$ cat config.mk
export PLATFORM = sky130hd
export DESIGN_NAME = daacsr_top
export DESIGN_NICKNAME = d
export VERILOG_FILES = /design/src/common/daacsr_pkg.sv /design/src/verilog/daacsr_lcs_decode.sv /design/src/verilog/daacsr_top.sv
export VERILOG_INCLUDE_DIRS = /design/src /design/src/common
export SDC_FILE = /design/constraint.sdc
export NUM_CORES = 1
export LEC_CHECK = 0
export ABC_AREA = 0
export BUFFER_PORTS_ARGS = -buffer_cell sky130_fd_sc_hd__buf_2
export CORE_ASPECT_RATIO = 1.2
export CORE_UTILIZATION = 43
export CTS_CLUSTER_DIAMETER = 30
export DETAILED_ROUTE_END_ITERATION = 12
export PLACE_DENSITY = 0.77
export SYNTH_ARGS = -nofsm -noshare
export SYNTH_HDL_FRONTEND = slang
export SYNTH_SLANG_ARGS = --single-unit
$ cat constraint.sdc
create_clock -name sys_clk_i -period 2.25 [get_ports sys_clk_i]
set_input_delay 0.45 -clock sys_clk_i [delete_from_list [all_inputs] [get_ports sys_clk_i]]
set_output_delay 0.45 -clock sys_clk_i [all_outputs]
set_load 0.02 [all_outputs]
$ cat src/common/daacsr_consts.svh
// offsets, field positions, reset values and codes of the line interface register bank
`ifndef DAACSR_CONSTS_SVH
`define DAACSR_CONSTS_SVH

// bus geometry
`define DAACSR_ADDR_W 8
`define DAACSR_IDX_W 6

// register indices, byte address is four times the index
`define DAACSR_IDX_CALL_PROGRESS_OUTPUT_CTRL 6'h06
`define DAACSR_IDX_RSVD_SEVEN 6'h07
`define DAACSR_IDX_RSVD_EIGHT 6'h08
`define DAACSR_IDX_SAMPLE_RATE 6'h09
`define DAACSR_IDX_RSVD_TEN 6'h0A
`define DAACSR_IDX_SYS_REV 6'h0B
`define DAACSR_IDX_LINK_STATUS 6'h0C
`define DAACSR_IDX_LINE_REV 6'h0D

// reset values
`define DAACSR_CALL_PROGRESS_OUTPUT_CTRL_RST 8'h70
`define DAACSR_SAMPLE_RATE_RST 3'h0
`define DAACSR_LEGACY_RST 1'h0

// writable bits of the level and power register
`define DAACSR_CALL_PROGRESS_OUTPUT_CTRL_MASK 8'h7B

// field positions
`define DAACSR_TXLVL_HI 6
`define DAACSR_TXLVL_LO 1
`define DAACSR_RXLVL_HI 5
`define DAACSR_RXLVL_LO 0
`define DAACSR_LINE_PD_BIT 4
`define DAACSR_SYS_PD_BIT 3
`define DAACSR_LINKERR_BIT 7
`define DAACSR_LRXG_BIT 1
`define DAACSR_LTXA_BIT 0

// level codes and their attenuation in dB
`define DAACSR_LVL_MUTE 2'h2
`define DAACSR_TX_ATT_00 6'h1A
`define DAACSR_TX_ATT_01 6'h14
`define DAACSR_TX_ATT_11 6'h20
`define DAACSR_RX_ATT_00 6'h06
`define DAACSR_RX_ATT_01 6'h00
`define DAACSR_RX_ATT_11 6'h0C

// sample rates in Hz
`define DAACSR_RATE_0 14'h1C20
`define DAACSR_RATE_1 14'h1F40
`define DAACSR_RATE_2 14'h2025
`define DAACSR_RATE_3 14'h20D0
`define DAACSR_RATE_4 14'h2328
`define DAACSR_RATE_5 14'h2580
`define DAACSR_RATE_6 14'h282E
`define DAACSR_RATE_RSVD 3'h7

// loop current exception codes
`define DAACSR_CODE_HIGH_EXC 5'h1E
`define DAACSR_LEVEL_HIGH_EXC 4'hE
`define DAACSR_CODE_LOW_EXC 5'h01
`define DAACSR_LEVEL_LOW_EXC 4'h1

// bus responses
`define DAACSR_RESP_OKAY 2'h0
`define DAACSR_RESP_SLVERR 2'h2

`endif

$ cat src/common/daacsr_pkg.sv
// types of the line interface register bank
`include "daacsr_consts.svh"

package daacsr_pkg;

  // state of the loop current decoder
  typedef struct packed {
    logic [3:0] level;
  } daacsr_loop_state_type;

  // settings decoded for the call-progress output
  typedef struct packed {
    logic tx_mute;
    logic rx_mute;
    logic [5:0] tx_atten_db;
    logic [5:0] rx_atten_db;
  } daacsr_call_progress_output_type;

  // whole state of the register bank and its bus slave
  typedef struct packed {
    logic [7:0] call_progress_output_ctrl;
    logic [2:0] sample_rate_select;
    logic link_error;
    logic legacy_rx_gain;
    logic legacy_tx_atten;
    logic aw_have;
    logic [`DAACSR_IDX_W-1:0] aw_idx;
    logic w_have;
    logic [7:0] wdata;
    logic wstrb0;
    logic bvalid;
    logic [1:0] bresp;
    logic rvalid;
    logic [7:0] rdata;
    logic [1:0] rresp;
    daacsr_call_progress_output_type call_progress_output;
    logic [13:0] rate_hz;
    logic rate_valid;
  } daacsr_state_type;

endpackage : daacsr_pkg

$ cat src/verilog/daacsr_lcs_decode.sv
// loop current decoder from the line voltage/current code
`timescale 1ns/1ps

module daacsr_loop_decode
  import daacsr_pkg::*;
(
  input wire logic sys_clk_i,
  input wire logic resetn_i,
  input wire logic off_hook_i,
  input wire logic [4:0] line_volt_current_code_i,
  output logic [3:0] loop_current_level_o
);

  daacsr_loop_state_type state_reg;
  daacsr_loop_state_type state_next;

  // next decoded level
  always_comb begin
    state_next = state_reg;
    state_next.level = line_volt_current_code_i[4:1];
    if (off_hook_i) begin
      if (line_volt_current_code_i == `DAACSR_CODE_HIGH_EXC) begin
        state_next.level = `DAACSR_LEVEL_HIGH_EXC;
      end else if (line_volt_current_code_i == `DAACSR_CODE_LOW_EXC) begin
        state_next.level = `DAACSR_LEVEL_LOW_EXC;
      end
    end
  end

  // level register
  always_ff @(posedge sys_clk_i) begin
    if (!resetn_i) begin
      state_reg <= '0;
    end else begin
      state_reg <= state_next;
    end
  end

  assign loop_current_level_o = state_reg.level;

endmodule : daacsr_loop_decode

$ cat src/verilog/daacsr_top.sv
// control and status register bank of the line interface, AXI4-Lite slave
//
// Summary of operation
// - tx level field bits 6,1 sets output attenuation
// - rx level field bits 5,0 sets output attenuation
// - bit 4 powers down line side part
// - bit 3 powerdown held until module reset
// - level register resets to 0111_0000
// - bits 2:0 select sample rate, 111 reserved
// - revision code bits 3:0, upper bits zero
// - link error sticky until software writes zero
// - frame lock flag shows live link lock
// - off-hook loop current with two exception codes
// - on-hook loop current is plain code slice
// - legacy rx gain bit adds receive gain
// - legacy tx attenuation bit attenuates transmit
`timescale 1ns/1ps

module daacsr_top
  import daacsr_pkg::*;
#(
  // arbitrary neutral revision value
  parameter logic [3:0] SYS_REV_CODE = 4'h1
) (
  input wire logic sys_clk_i,
  input wire logic resetn_i,
  // write address channel
  input wire logic s_axi_awvalid_i,
  output logic s_axi_awready_o,
  input wire logic [`DAACSR_ADDR_W-1:0] s_axi_awaddr_i,
  input wire logic [2:0] s_axi_awprot_i,
  // write data channel
  input wire logic s_axi_wvalid_i,
  output logic s_axi_wready_o,
  input wire logic [31:0] s_axi_wdata_i,
  input wire logic [3:0] s_axi_wstrb_i,
  // write response channel
  output logic s_axi_bvalid_o,
  input wire logic s_axi_bready_i,
  output logic [1:0] s_axi_bresp_o,
  // read address channel
  input wire logic s_axi_arvalid_i,
  output logic s_axi_arready_o,
  input wire logic [`DAACSR_ADDR_W-1:0] s_axi_araddr_i,
  input wire logic [2:0] s_axi_arprot_i,
  // read data channel
  output logic s_axi_rvalid_o,
  input wire logic s_axi_rready_i,
  output logic [31:0] s_axi_rdata_o,
  output logic [1:0] s_axi_rresp_o,
  // live sources from the line side
  input wire logic off_hook_i,
  input wire logic [4:0] line_volt_current_code_i,
  input wire logic link_error_event_i,
  input wire logic frame_lock_i,
  input wire logic line_side_intl_flag_i,
  input wire logic [3:0] line_side_rev_code_i,
  input wire logic sys_module_reset_i,
  // decoded controls
  output logic [1:0] call_progress_output_tx_level_o,
  output logic [1:0] call_progress_output_rx_level_o,
  output logic call_progress_output_tx_mute_o,
  output logic call_progress_output_rx_mute_o,
  output logic [5:0] call_progress_output_tx_atten_db_o,
  output logic [5:0] call_progress_output_rx_atten_db_o,
  output logic line_side_powerdown_o,
  output logic system_side_powerdown_o,
  output logic [2:0] sample_rate_select_o,
  output logic [13:0] sample_rate_hz_o,
  output logic sample_rate_valid_o,
  output logic legacy_rx_gain_o,
  output logic legacy_tx_atten_o,
  output logic [3:0] loop_current_level_o
);

  daacsr_state_type state_reg;
  daacsr_state_type state_next;
  logic [3:0] loop_level;

  // sample rate code to Hz, reserved code gives zero
  function automatic logic [13:0] rate_of(input logic [2:0] code);
    logic [13:0] hz;
    hz = 14'h0000;
    case (code)
      3'h0: hz = `DAACSR_RATE_0;
      3'h1: hz = `DAACSR_RATE_1;
      3'h2: hz = `DAACSR_RATE_2;
      3'h3: hz = `DAACSR_RATE_3;
      3'h4: hz = `DAACSR_RATE_4;
      3'h5: hz = `DAACSR_RATE_5;
      3'h6: hz = `DAACSR_RATE_6;
      default: hz = 14'h0000;
    endcase
    return hz;
  endfunction : rate_of

  // call-progress level decode
  function automatic daacsr_call_progress_output_type call_progress_output_of(input logic [1:0] tx, input logic [1:0] rx);
    daacsr_call_progress_output_type a;
    a = '0;
    case (tx)
      2'h0: a.tx_atten_db = `DAACSR_TX_ATT_00;
      2'h1: a.tx_atten_db = `DAACSR_TX_ATT_01;
      2'h3: a.tx_atten_db = `DAACSR_TX_ATT_11;
      default: a.tx_atten_db = 6'h00;
    endcase
    a.tx_mute = (tx == `DAACSR_LVL_MUTE);
    case (rx)
      2'h0: a.rx_atten_db = `DAACSR_RX_ATT_00;
      2'h1: a.rx_atten_db = `DAACSR_RX_ATT_01;
      2'h3: a.rx_atten_db = `DAACSR_RX_ATT_11;
      default: a.rx_atten_db = 6'h00;
    endcase
    a.rx_mute = (rx == `DAACSR_LVL_MUTE);
    return a;
  endfunction : call_progress_output_of

  // register index of a byte address
  function automatic logic [`DAACSR_IDX_W-1:0] idx_of(input logic [`DAACSR_ADDR_W-1:0] addr);
    return addr[`DAACSR_ADDR_W-1:2];
  endfunction : idx_of

  // loop current decoder
  daacsr_loop_decode u_daacsr_loop_decode (
    .sys_clk_i(sys_clk_i),
    .resetn_i(resetn_i),
    .off_hook_i(off_hook_i),
    .line_volt_current_code_i(line_volt_current_code_i),
    .loop_current_level_o(loop_level)
  );

  // combinational handshakes
  assign s_axi_awready_o = !state_reg.aw_have && !state_reg.bvalid;
  assign s_axi_wready_o = !state_reg.w_have && !state_reg.bvalid;
  assign s_axi_arready_o = !state_reg.rvalid;

  // next state of registers and bus slave
  always_comb begin
    logic aw_take;
    logic w_take;
    logic do_write;
    logic [`DAACSR_IDX_W-1:0] widx;
    logic [7:0] wd;
    logic wen;
    logic [`DAACSR_IDX_W-1:0] ridx;
    logic err_clear;
    aw_take = 1'b0;
    w_take = 1'b0;
    do_write = 1'b0;
    widx = '0;
    wd = 8'h00;
    wen = 1'b0;
    ridx = '0;
    err_clear = 1'b0;
    state_next = state_reg;

    // capture write address and data in either order
    aw_take = s_axi_awvalid_i && s_axi_awready_o;
    w_take = s_axi_wvalid_i && s_axi_wready_o;
    if (aw_take) begin
      state_next.aw_have = 1'b1;
      state_next.aw_idx = idx_of(s_axi_awaddr_i);
    end
    if (w_take) begin
      state_next.w_have = 1'b1;
      state_next.wdata = s_axi_wdata_i[7:0];
      state_next.wstrb0 = s_axi_wstrb_i[0];
    end
    widx = state_reg.aw_have ? state_reg.aw_idx : idx_of(s_axi_awaddr_i);
    wd = state_reg.w_have ? state_reg.wdata : s_axi_wdata_i[7:0];
    wen = state_reg.w_have ? state_reg.wstrb0 : s_axi_wstrb_i[0];
    do_write = (state_reg.aw_have || aw_take) && (state_reg.w_have || w_take) && !state_reg.bvalid;

    // perform the write and raise the response
    if (do_write) begin
      state_next.aw_have = 1'b0;
      state_next.w_have = 1'b0;
      state_next.bvalid = 1'b1;
      state_next.bresp = `DAACSR_RESP_OKAY;
      case (widx)
        `DAACSR_IDX_CALL_PROGRESS_OUTPUT_CTRL: begin
          if (wen) begin
            // reserved bits 7 and 2 stay zero
            state_next.call_progress_output_ctrl = wd & `DAACSR_CALL_PROGRESS_OUTPUT_CTRL_MASK;
            // system side powerdown not cleared by a write
            state_next.call_progress_output_ctrl[`DAACSR_SYS_PD_BIT] = wd[`DAACSR_SYS_PD_BIT] | state_reg.call_progress_output_ctrl[`DAACSR_SYS_PD_BIT];
          end
        end
        `DAACSR_IDX_SAMPLE_RATE: begin
          if (wen) begin
            state_next.sample_rate_select = wd[2:0];
          end
        end
        `DAACSR_IDX_LINK_STATUS: begin
          // only the link error bit is writable
          err_clear = wen && !wd[`DAACSR_LINKERR_BIT];
        end
        `DAACSR_IDX_LINE_REV: begin
          if (wen) begin
            state_next.legacy_rx_gain = wd[`DAACSR_LRXG_BIT];
            state_next.legacy_tx_atten = wd[`DAACSR_LTXA_BIT];
          end
        end
        `DAACSR_IDX_RSVD_SEVEN, `DAACSR_IDX_RSVD_EIGHT, `DAACSR_IDX_RSVD_TEN, `DAACSR_IDX_SYS_REV: begin
          state_next.bresp = `DAACSR_RESP_OKAY;
        end
        default: begin
          state_next.bresp = `DAACSR_RESP_SLVERR;
        end
      endcase
    end
    if (state_reg.bvalid && s_axi_bready_i) begin
      state_next.bvalid = 1'b0;
    end

    // only the module reset restores normal operation
    if (sys_module_reset_i) begin
      state_next.call_progress_output_ctrl[`DAACSR_SYS_PD_BIT] = 1'b0;
    end

    // sticky link error, event wins over clear
    state_next.link_error = (state_reg.link_error && !err_clear) || link_error_event_i;

    // read access, data from registers and live sources
    ridx = idx_of(s_axi_araddr_i);
    if (s_axi_arvalid_i && s_axi_arready_o) begin
      state_next.rvalid = 1'b1;
      state_next.rresp = `DAACSR_RESP_OKAY;
      state_next.rdata = 8'h00;
      case (ridx)
        `DAACSR_IDX_CALL_PROGRESS_OUTPUT_CTRL: begin
          state_next.rdata = state_reg.call_progress_output_ctrl & `DAACSR_CALL_PROGRESS_OUTPUT_CTRL_MASK;
        end
        `DAACSR_IDX_SAMPLE_RATE: begin
          state_next.rdata = {5'h00, state_reg.sample_rate_select};
        end
        `DAACSR_IDX_SYS_REV: begin
          state_next.rdata = {4'h0, SYS_REV_CODE};
        end
        `DAACSR_IDX_LINK_STATUS: begin
          // live frame lock beside sticky error
          state_next.rdata = {state_reg.link_error, frame_lock_i, 2'h0, loop_level};
        end
        `DAACSR_IDX_LINE_REV: begin
          // live line side id and revision
          state_next.rdata = {1'b0, line_side_intl_flag_i, line_side_rev_code_i,
                              state_reg.legacy_rx_gain, state_reg.legacy_tx_atten};
        end
        `DAACSR_IDX_RSVD_SEVEN, `DAACSR_IDX_RSVD_EIGHT, `DAACSR_IDX_RSVD_TEN: begin
          state_next.rdata = 8'h00;
        end
        default: begin
          state_next.rresp = `DAACSR_RESP_SLVERR;
        end
      endcase
    end else if (state_reg.rvalid && s_axi_rready_i) begin
      state_next.rvalid = 1'b0;
    end

    // registered decode of the controls
    state_next.call_progress_output = call_progress_output_of({state_next.call_progress_output_ctrl[`DAACSR_TXLVL_HI], state_next.call_progress_output_ctrl[`DAACSR_TXLVL_LO]},
                              {state_next.call_progress_output_ctrl[`DAACSR_RXLVL_HI], state_next.call_progress_output_ctrl[`DAACSR_RXLVL_LO]});
    // rate lookup, reserved code flagged invalid
    state_next.rate_hz = rate_of(state_next.sample_rate_select);
    state_next.rate_valid = (state_next.sample_rate_select != `DAACSR_RATE_RSVD);
  end

  // state register
  always_ff @(posedge sys_clk_i) begin
    if (!resetn_i) begin
      state_reg <= '0;
      state_reg.call_progress_output_ctrl <= `DAACSR_CALL_PROGRESS_OUTPUT_CTRL_RST;
      state_reg.sample_rate_select <= `DAACSR_SAMPLE_RATE_RST;
      state_reg.legacy_rx_gain <= `DAACSR_LEGACY_RST;
      state_reg.legacy_tx_atten <= `DAACSR_LEGACY_RST;
      state_reg.call_progress_output.tx_mute <= 1'b1;
      state_reg.call_progress_output.rx_mute <= 1'b1;
      state_reg.rate_hz <= `DAACSR_RATE_0;
      state_reg.rate_valid <= 1'b1;
    end else begin
      state_reg <= state_next;
    end
  end

  // bus outputs
  assign s_axi_bvalid_o = state_reg.bvalid;
  assign s_axi_bresp_o = state_reg.bresp;
  assign s_axi_rvalid_o = state_reg.rvalid;
  assign s_axi_rdata_o = {24'h000000, state_reg.rdata};
  assign s_axi_rresp_o = state_reg.rresp;

  // control outputs
  assign call_progress_output_tx_level_o = {state_reg.call_progress_output_ctrl[`DAACSR_TXLVL_HI], state_reg.call_progress_output_ctrl[`DAACSR_TXLVL_LO]};
  assign call_progress_output_rx_level_o = {state_reg.call_progress_output_ctrl[`DAACSR_RXLVL_HI], state_reg.call_progress_output_ctrl[`DAACSR_RXLVL_LO]};
  assign call_progress_output_tx_mute_o = state_reg.call_progress_output.tx_mute;
  assign call_progress_output_rx_mute_o = state_reg.call_progress_output.rx_mute;
  assign call_progress_output_tx_atten_db_o = state_reg.call_progress_output.tx_atten_db;
  assign call_progress_output_rx_atten_db_o = state_reg.call_progress_output.rx_atten_db;
  assign line_side_powerdown_o = state_reg.call_progress_output_ctrl[`DAACSR_LINE_PD_BIT];
  assign system_side_powerdown_o = state_reg.call_progress_output_ctrl[`DAACSR_SYS_PD_BIT];
  assign sample_rate_select_o = state_reg.sample_rate_select;
  assign sample_rate_hz_o = state_reg.rate_hz;
  assign sample_rate_valid_o = state_reg.rate_valid;
  assign legacy_rx_gain_o = state_reg.legacy_rx_gain;
  assign legacy_tx_atten_o = state_reg.legacy_tx_atten;
  assign loop_current_level_o = loop_level;

endmodule : daacsr_top

### Yosys cells after proc, flatten, opt, wreduce, memory -nomap -nowiden

Cells that the tools add are included.

| word-level totals | value |
|---|---|
| register bits after elaboration | 76 |
| bits in latches | 0 |
| RAM bits | 0 |
| ROM bits | 0 |
| output and inout port bits | 85 |
| memories kept | 0 |

| operators by class | value |
|---|---|
| add/subtract/negate cells | 0 |
| multipliers | 0 |
| div/mod/pow operators | 0 |
| $lt $le $gt $ge | 0 |
| equal/unequal tests | 30 |
| shifts and indexed selects | 0 |
| multiplexer cells | 21 |
| bitwise logic cells | 2 |
| reductions and logical operators | 31 |

Operator list:

| cell | count |
|---|---|
| 14-bit case mux with 7 select lines | 1 |
| 6-bit by 4-bit == test with 1-bit output (second input constant) | 12 |
| 8-bit case mux with 5 select lines | 1 |
| 6-bit by 3-bit == test with 1-bit output (second input constant) | 4 |
| 6-bit case mux with 3 select lines | 1 |
| 8-bit OR reduction | 2 |
| 7-bit 2-to-1 mux | 2 |
| 4-bit 2-to-1 mux | 3 |
| 1-bit logical AND | 11 |
| 10-bit 2-to-1 mux | 1 |
| 3-bit == test (second input constant) | 3 |
| 2-bit == test (second input constant) | 4 |
| 8-bit 2-to-1 mux | 1 |
| 4-bit case mux with 2 select lines | 1 |
| 3-bit by 2-bit == test with 1-bit output (second input constant) | 2 |
| 1-bit logical NOT | 6 |
| 3-bit 2-to-1 mux | 2 |
| 6-bit 2-to-1 mux | 1 |
| 3-bit AND reduction | 2 |
| 2-bit OR reduction | 3 |
| 5-bit by 1-bit == test with 1-bit output (second input constant) | 1 |
| 5-bit == test (second input constant) | 1 |
| 1-bit 2-to-1 mux | 5 |
| 2-bit logical NOT | 2 |
| other kinds (9) | 12 |

### Longest topological paths before layout

| logic depth | value |
|---|---|
| depth after elaboration | 10 |
| depth in mapped cells | 7 |

### By module

A second synthesis with hierarchy kept.

| second synthesis, totals | value |
|---|---|
| cell total of the unflattened synthesis | 438 |
| area total of the unflattened synthesis | 3947.5 sq um |

By module, submodules not included:

| module | instances | cells an instance | area an instance (sq um) | sequential area each (sq um) |
|---|---|---|---|---|
| daacsr_top | 1 | 426 | 3812.4 | 1301.2 |
| daacsr_loop_decode | 1 | 12 | 135.1 | 80.1 |

### Worst setup path after synthesis

OpenSTA, ideal clock, no wires.

| timing | value |
|---|---|
| kind | input port to flip-flop |
| start | in s_axi_awaddr_i[7] |
| end | reg state_reg (netlist bit call_progress_output_rx_atten_db_o[3]) |
| setup time | 0.115 ns |
| data arrival time | 2.160 ns |
| required time | 2.135 ns |
| path slack | -0.025 ns |
| stages | 6 |
| cell sequence | or3_1 a2111o_1 a2111oi_2 nor2_1 ha_1 and2_1 |

RTL lines:

| element | line | source |
|---|---|---|
| start: declaration | daacsr_top.sv:30 | `` input wire logic [`DAACSR_ADDR_W-1:0] s_axi_awaddr_i, `` |
| end signal: assignment | daacsr_top.sv:281 | `state_reg <= state_next;` |
| end: declaration | daacsr_top.sv:76 | `daacsr_state_type state_reg;` |

### Final worst setup path

| timing | value |
|---|---|
| start | reg state_reg[59] (netlist name) |
| end | reg state_reg (netlist bit call_progress_output_tx_mute_o) |

| between the ends | value |
|---|---|
| word-level cells in the longest chain between the ends | 8 |

RTL lines:

| element | line | source |
|---|---|---|
| branches (longest 6 deep; another with 7-bit 2-to-1 mux) | -- |  |
| 10-bit 2-to-1 mux * | daacsr_top.sv:175 | `if (do_write) begin` |
| 2-bit == test (no source line) * | -- |  |

Mark *: on every way between the ends.
A chain may end at the register's enable or synchronous reset.

==> flow_summary.ini <==
[pwr]
powerDensity_nw_per_um2 = 642
total_power_mw = 2.72
p_leak_nw = 1.90
ir_drop_mv = 0.315

[synthesis]
yosys_warnings = 0
ys_top_cells_by_area = dfxtp_1 (37%), buf_4 (14%), mux2i_1 (8.5%)
yosysUniqueCellTypes = 57
synth_area_um2 = 3750
seq_area_frac_synth_pct = 36.8
synth_seq_cells = 69
async_reset_ff_share_pct = 0
synth_xor_area_share_pct = 1.17
synthFlopType = dfxtp_1
synthCells = 431
yosysTopAreaCell = dfxtp_1
avgSynthCellArea_um2 = 8.70
yosysTopAreaCellShare_pct = 36.8
synth-edff-count = 0
synth_compound_area_share_pct = 13.4
synthSimpleGateAreaFrac_pct = 18.5
synthMuxAreaShare_pct = 11.8
synth-adder-area-share_pct = 1.00
synth_top_family_by_area = simple AND/OR/NAND/NOR gates

[worst_setup_path]
reg2regPathDepth = 5
r2r_end = call_progress_output_tx_mute_o
worstSetupStartpoint = state_reg[59]
endpoint = call_progress_output_tx_mute_o
cp-start-kind = register
r2r_slack_ns = 0.07
endpoint_kind = register
required_ns = 2.49
crit_fanout = 4
rr_startpoint = state_reg[59]
crit_arrival_ns = 2.42
crit_type = reg2reg

[final_layout]
syn2layout_area_growth_pct = 12.9
layout-drive-gt1-share_pct = 28.8
fin_area_um2 = 4230
largest_register_ffs = 18
fin_nets = 576

[sta]
finalCritPeriodShare_pct = 96.8
worst_slew_pin_slew_ns = 0.505
final_max_slew_viol_count = 0
min_period_ns = 2.18
setup_violations = 0
relSlewSlack_pct = 65.4
final_hold_viol_count = 0
hold_ws_ns = 0.267
timing.fmax_mhz = 459
rsz0062_at_grt = false
clock_skew_ns = 0.00983

[global_routing]
grt_pass1_wl_mm = 14.3
grt_pass1_vias = 3015
grt_max_degree = 41
overflow = 0
track_usage_pct = 20.2
antenna_found_initial = 1

[clock_tree]
clk_latency_ns = 0.35
clkSinkCount = 69
cts_tree = built
numCtsBuffers = 9
cts_max_level = 3
post-cts-setup-buffer-count = 0
cts_root_buffer = clkbuf_8
cts.path.max_buffers = 2
clk_pin_slew_ns = 0.07

[status]
status = complete, no violations

[placement]
dp_hpwl_mm = 6.61
gp_congestion = 0.820
place_area_um2 = 4020
numPortBuffers = 96

[floorplanning]
initial_utilization_pct = 45.3
dieArea_um2 = 9100
core_area_um2 = 8290
die_h_um = 104
rows = 36
dieWidth_um = 87.3
ios = 164

[min_path]
hp-start = sys_module_reset_i
hold_path.class = in2reg

[run]
maxCapViolCount = 0

[routing]
finalWirelength_mm = 8.92
vias = 3127
viasPerCell = 5.11
drc = 0
final_antenna_net_count = 0
wire_per_inst_um = 14.6
drt_pass1_iterations = 4
drt_iter0_markers = 162
==> worst min path at each step <==
| stage | endpoint | cells past startpoint |
|---|---|---|
| after floorplan | s_axi_rdata_o[7] | 2 |
| after global placement | s_axi_rdata_o[5] | 2 |
| after detailed placement | state_reg[50] | 2 |
| after CTS | system_side_powerdown_o | 2 |
| after global routing | system_side_powerdown_o | 2 |
| final | system_side_powerdown_o | 2 |
==> worst max-delay path: stages, from the launching register on <==
cell and delay (ns):
dfxtp_1 0.37, or3b_1 0.40, a2111o_1 0.49, buf_4 0.18, or4_1 0.53, o311ai_1 0.11
==> Yosys cell counts (3+ instances only) <==
library cell	number
clkbuf_1	20
nand2b_1	4
nand4_1	4
nor4bb_1	3
nor2_1	26
nand2_1	47
and2_1	8
a221oi_1	3
or3_1	3
buf_2	3
mux2i_1	32
a31oi_1	4
mux2_1	5
dfxtp_1	69
a32oi_1	6
nand3_1	11
a211oi_1	4
ha_1	3
inv_1	5
nor2b_1	8
mux2_2	6
and3_1	3
a21oi_1	25
o21ai_0	16
xnor2_1	3
nor4b_1	3
buf_4	69
==> power breakdown <==
group	switching [mW]	internal, mW	total, mW	leakage (nW)
Clock	0.434	0.552	0.986	0.0971
Sequential	0.0285	1.26	1.29	0.561
Combinational	0.284	0.159	0.443	1.24
==> placed cells by master (no fill, tap or decap), types with 5 or more instances in the layout <==
cell type and n:
buf_2 96, dfxtp_1 69, nand2_1 47, mux2i_1 32, conb_1 30, nor2_1 26, a21oi_1 25, buf_4 21
o21ai_0 16, nand3_1 11, clkbuf_8 11, nor2b_1 8, and2_1 8, mux2_2 6, a32oi_1 6, inv_1 5
mux2_1 5
==> through the flow <==
stage	worst slack (ns)	setup TNS (ns)	std cells	utilization, %
floorplan	0.0204	0	460	-
global placement	-0.217	-1.08	597	48.5
detailed placement	-0.209	-0.867	597	48.5
CTS	0.0340	0	610	50.9
global route	0.00488	0	610	51.0
finish	0.0716	0	612	51.1
==> layer usage <==
metal  wire, um  track usage (%)  up-vias  share of wire, %
li1           -                -     1535                 -
met1       3750             23.7     1480                42
met2       4360             32.7      101                49
met3        635             7.30       11               7.1
met4        175             8.43        0               2.0
met5          0                0        -                 0
==> what timing repair did <==
item | CTS | global route
resized for setup | 1 | 1
pin swaps | 0 | 1
hold endpoints to repair | 0 | 0
hold buffers | 0 | 0
setup endpoints to repair | 3 | 4
==> layout make-up <==
cell class	count	area [um2]
multi-input cells	292	1860
repair buffers	117	638
inverters	5	18.8
clock buffers	11	151
clock inverters	2	35.0
fillers	818	4050
well taps	114	143
diodes	2	5.00
flip-flops and latches	69	1380
==> cells by family (layout without fill, tap and decap cells) <==
group | count (synthesis) | after routing
simple gates | 135 | 135
buf+inv | 99 | 135
compound gates | 76 | 76
flops | 69 | 69
mux | 43 | 43
xor+xnor | 5 | 5
fa+ha+maj | 3 | 3
other cells | 1 | 32
(Power assumes the default switching activity.)
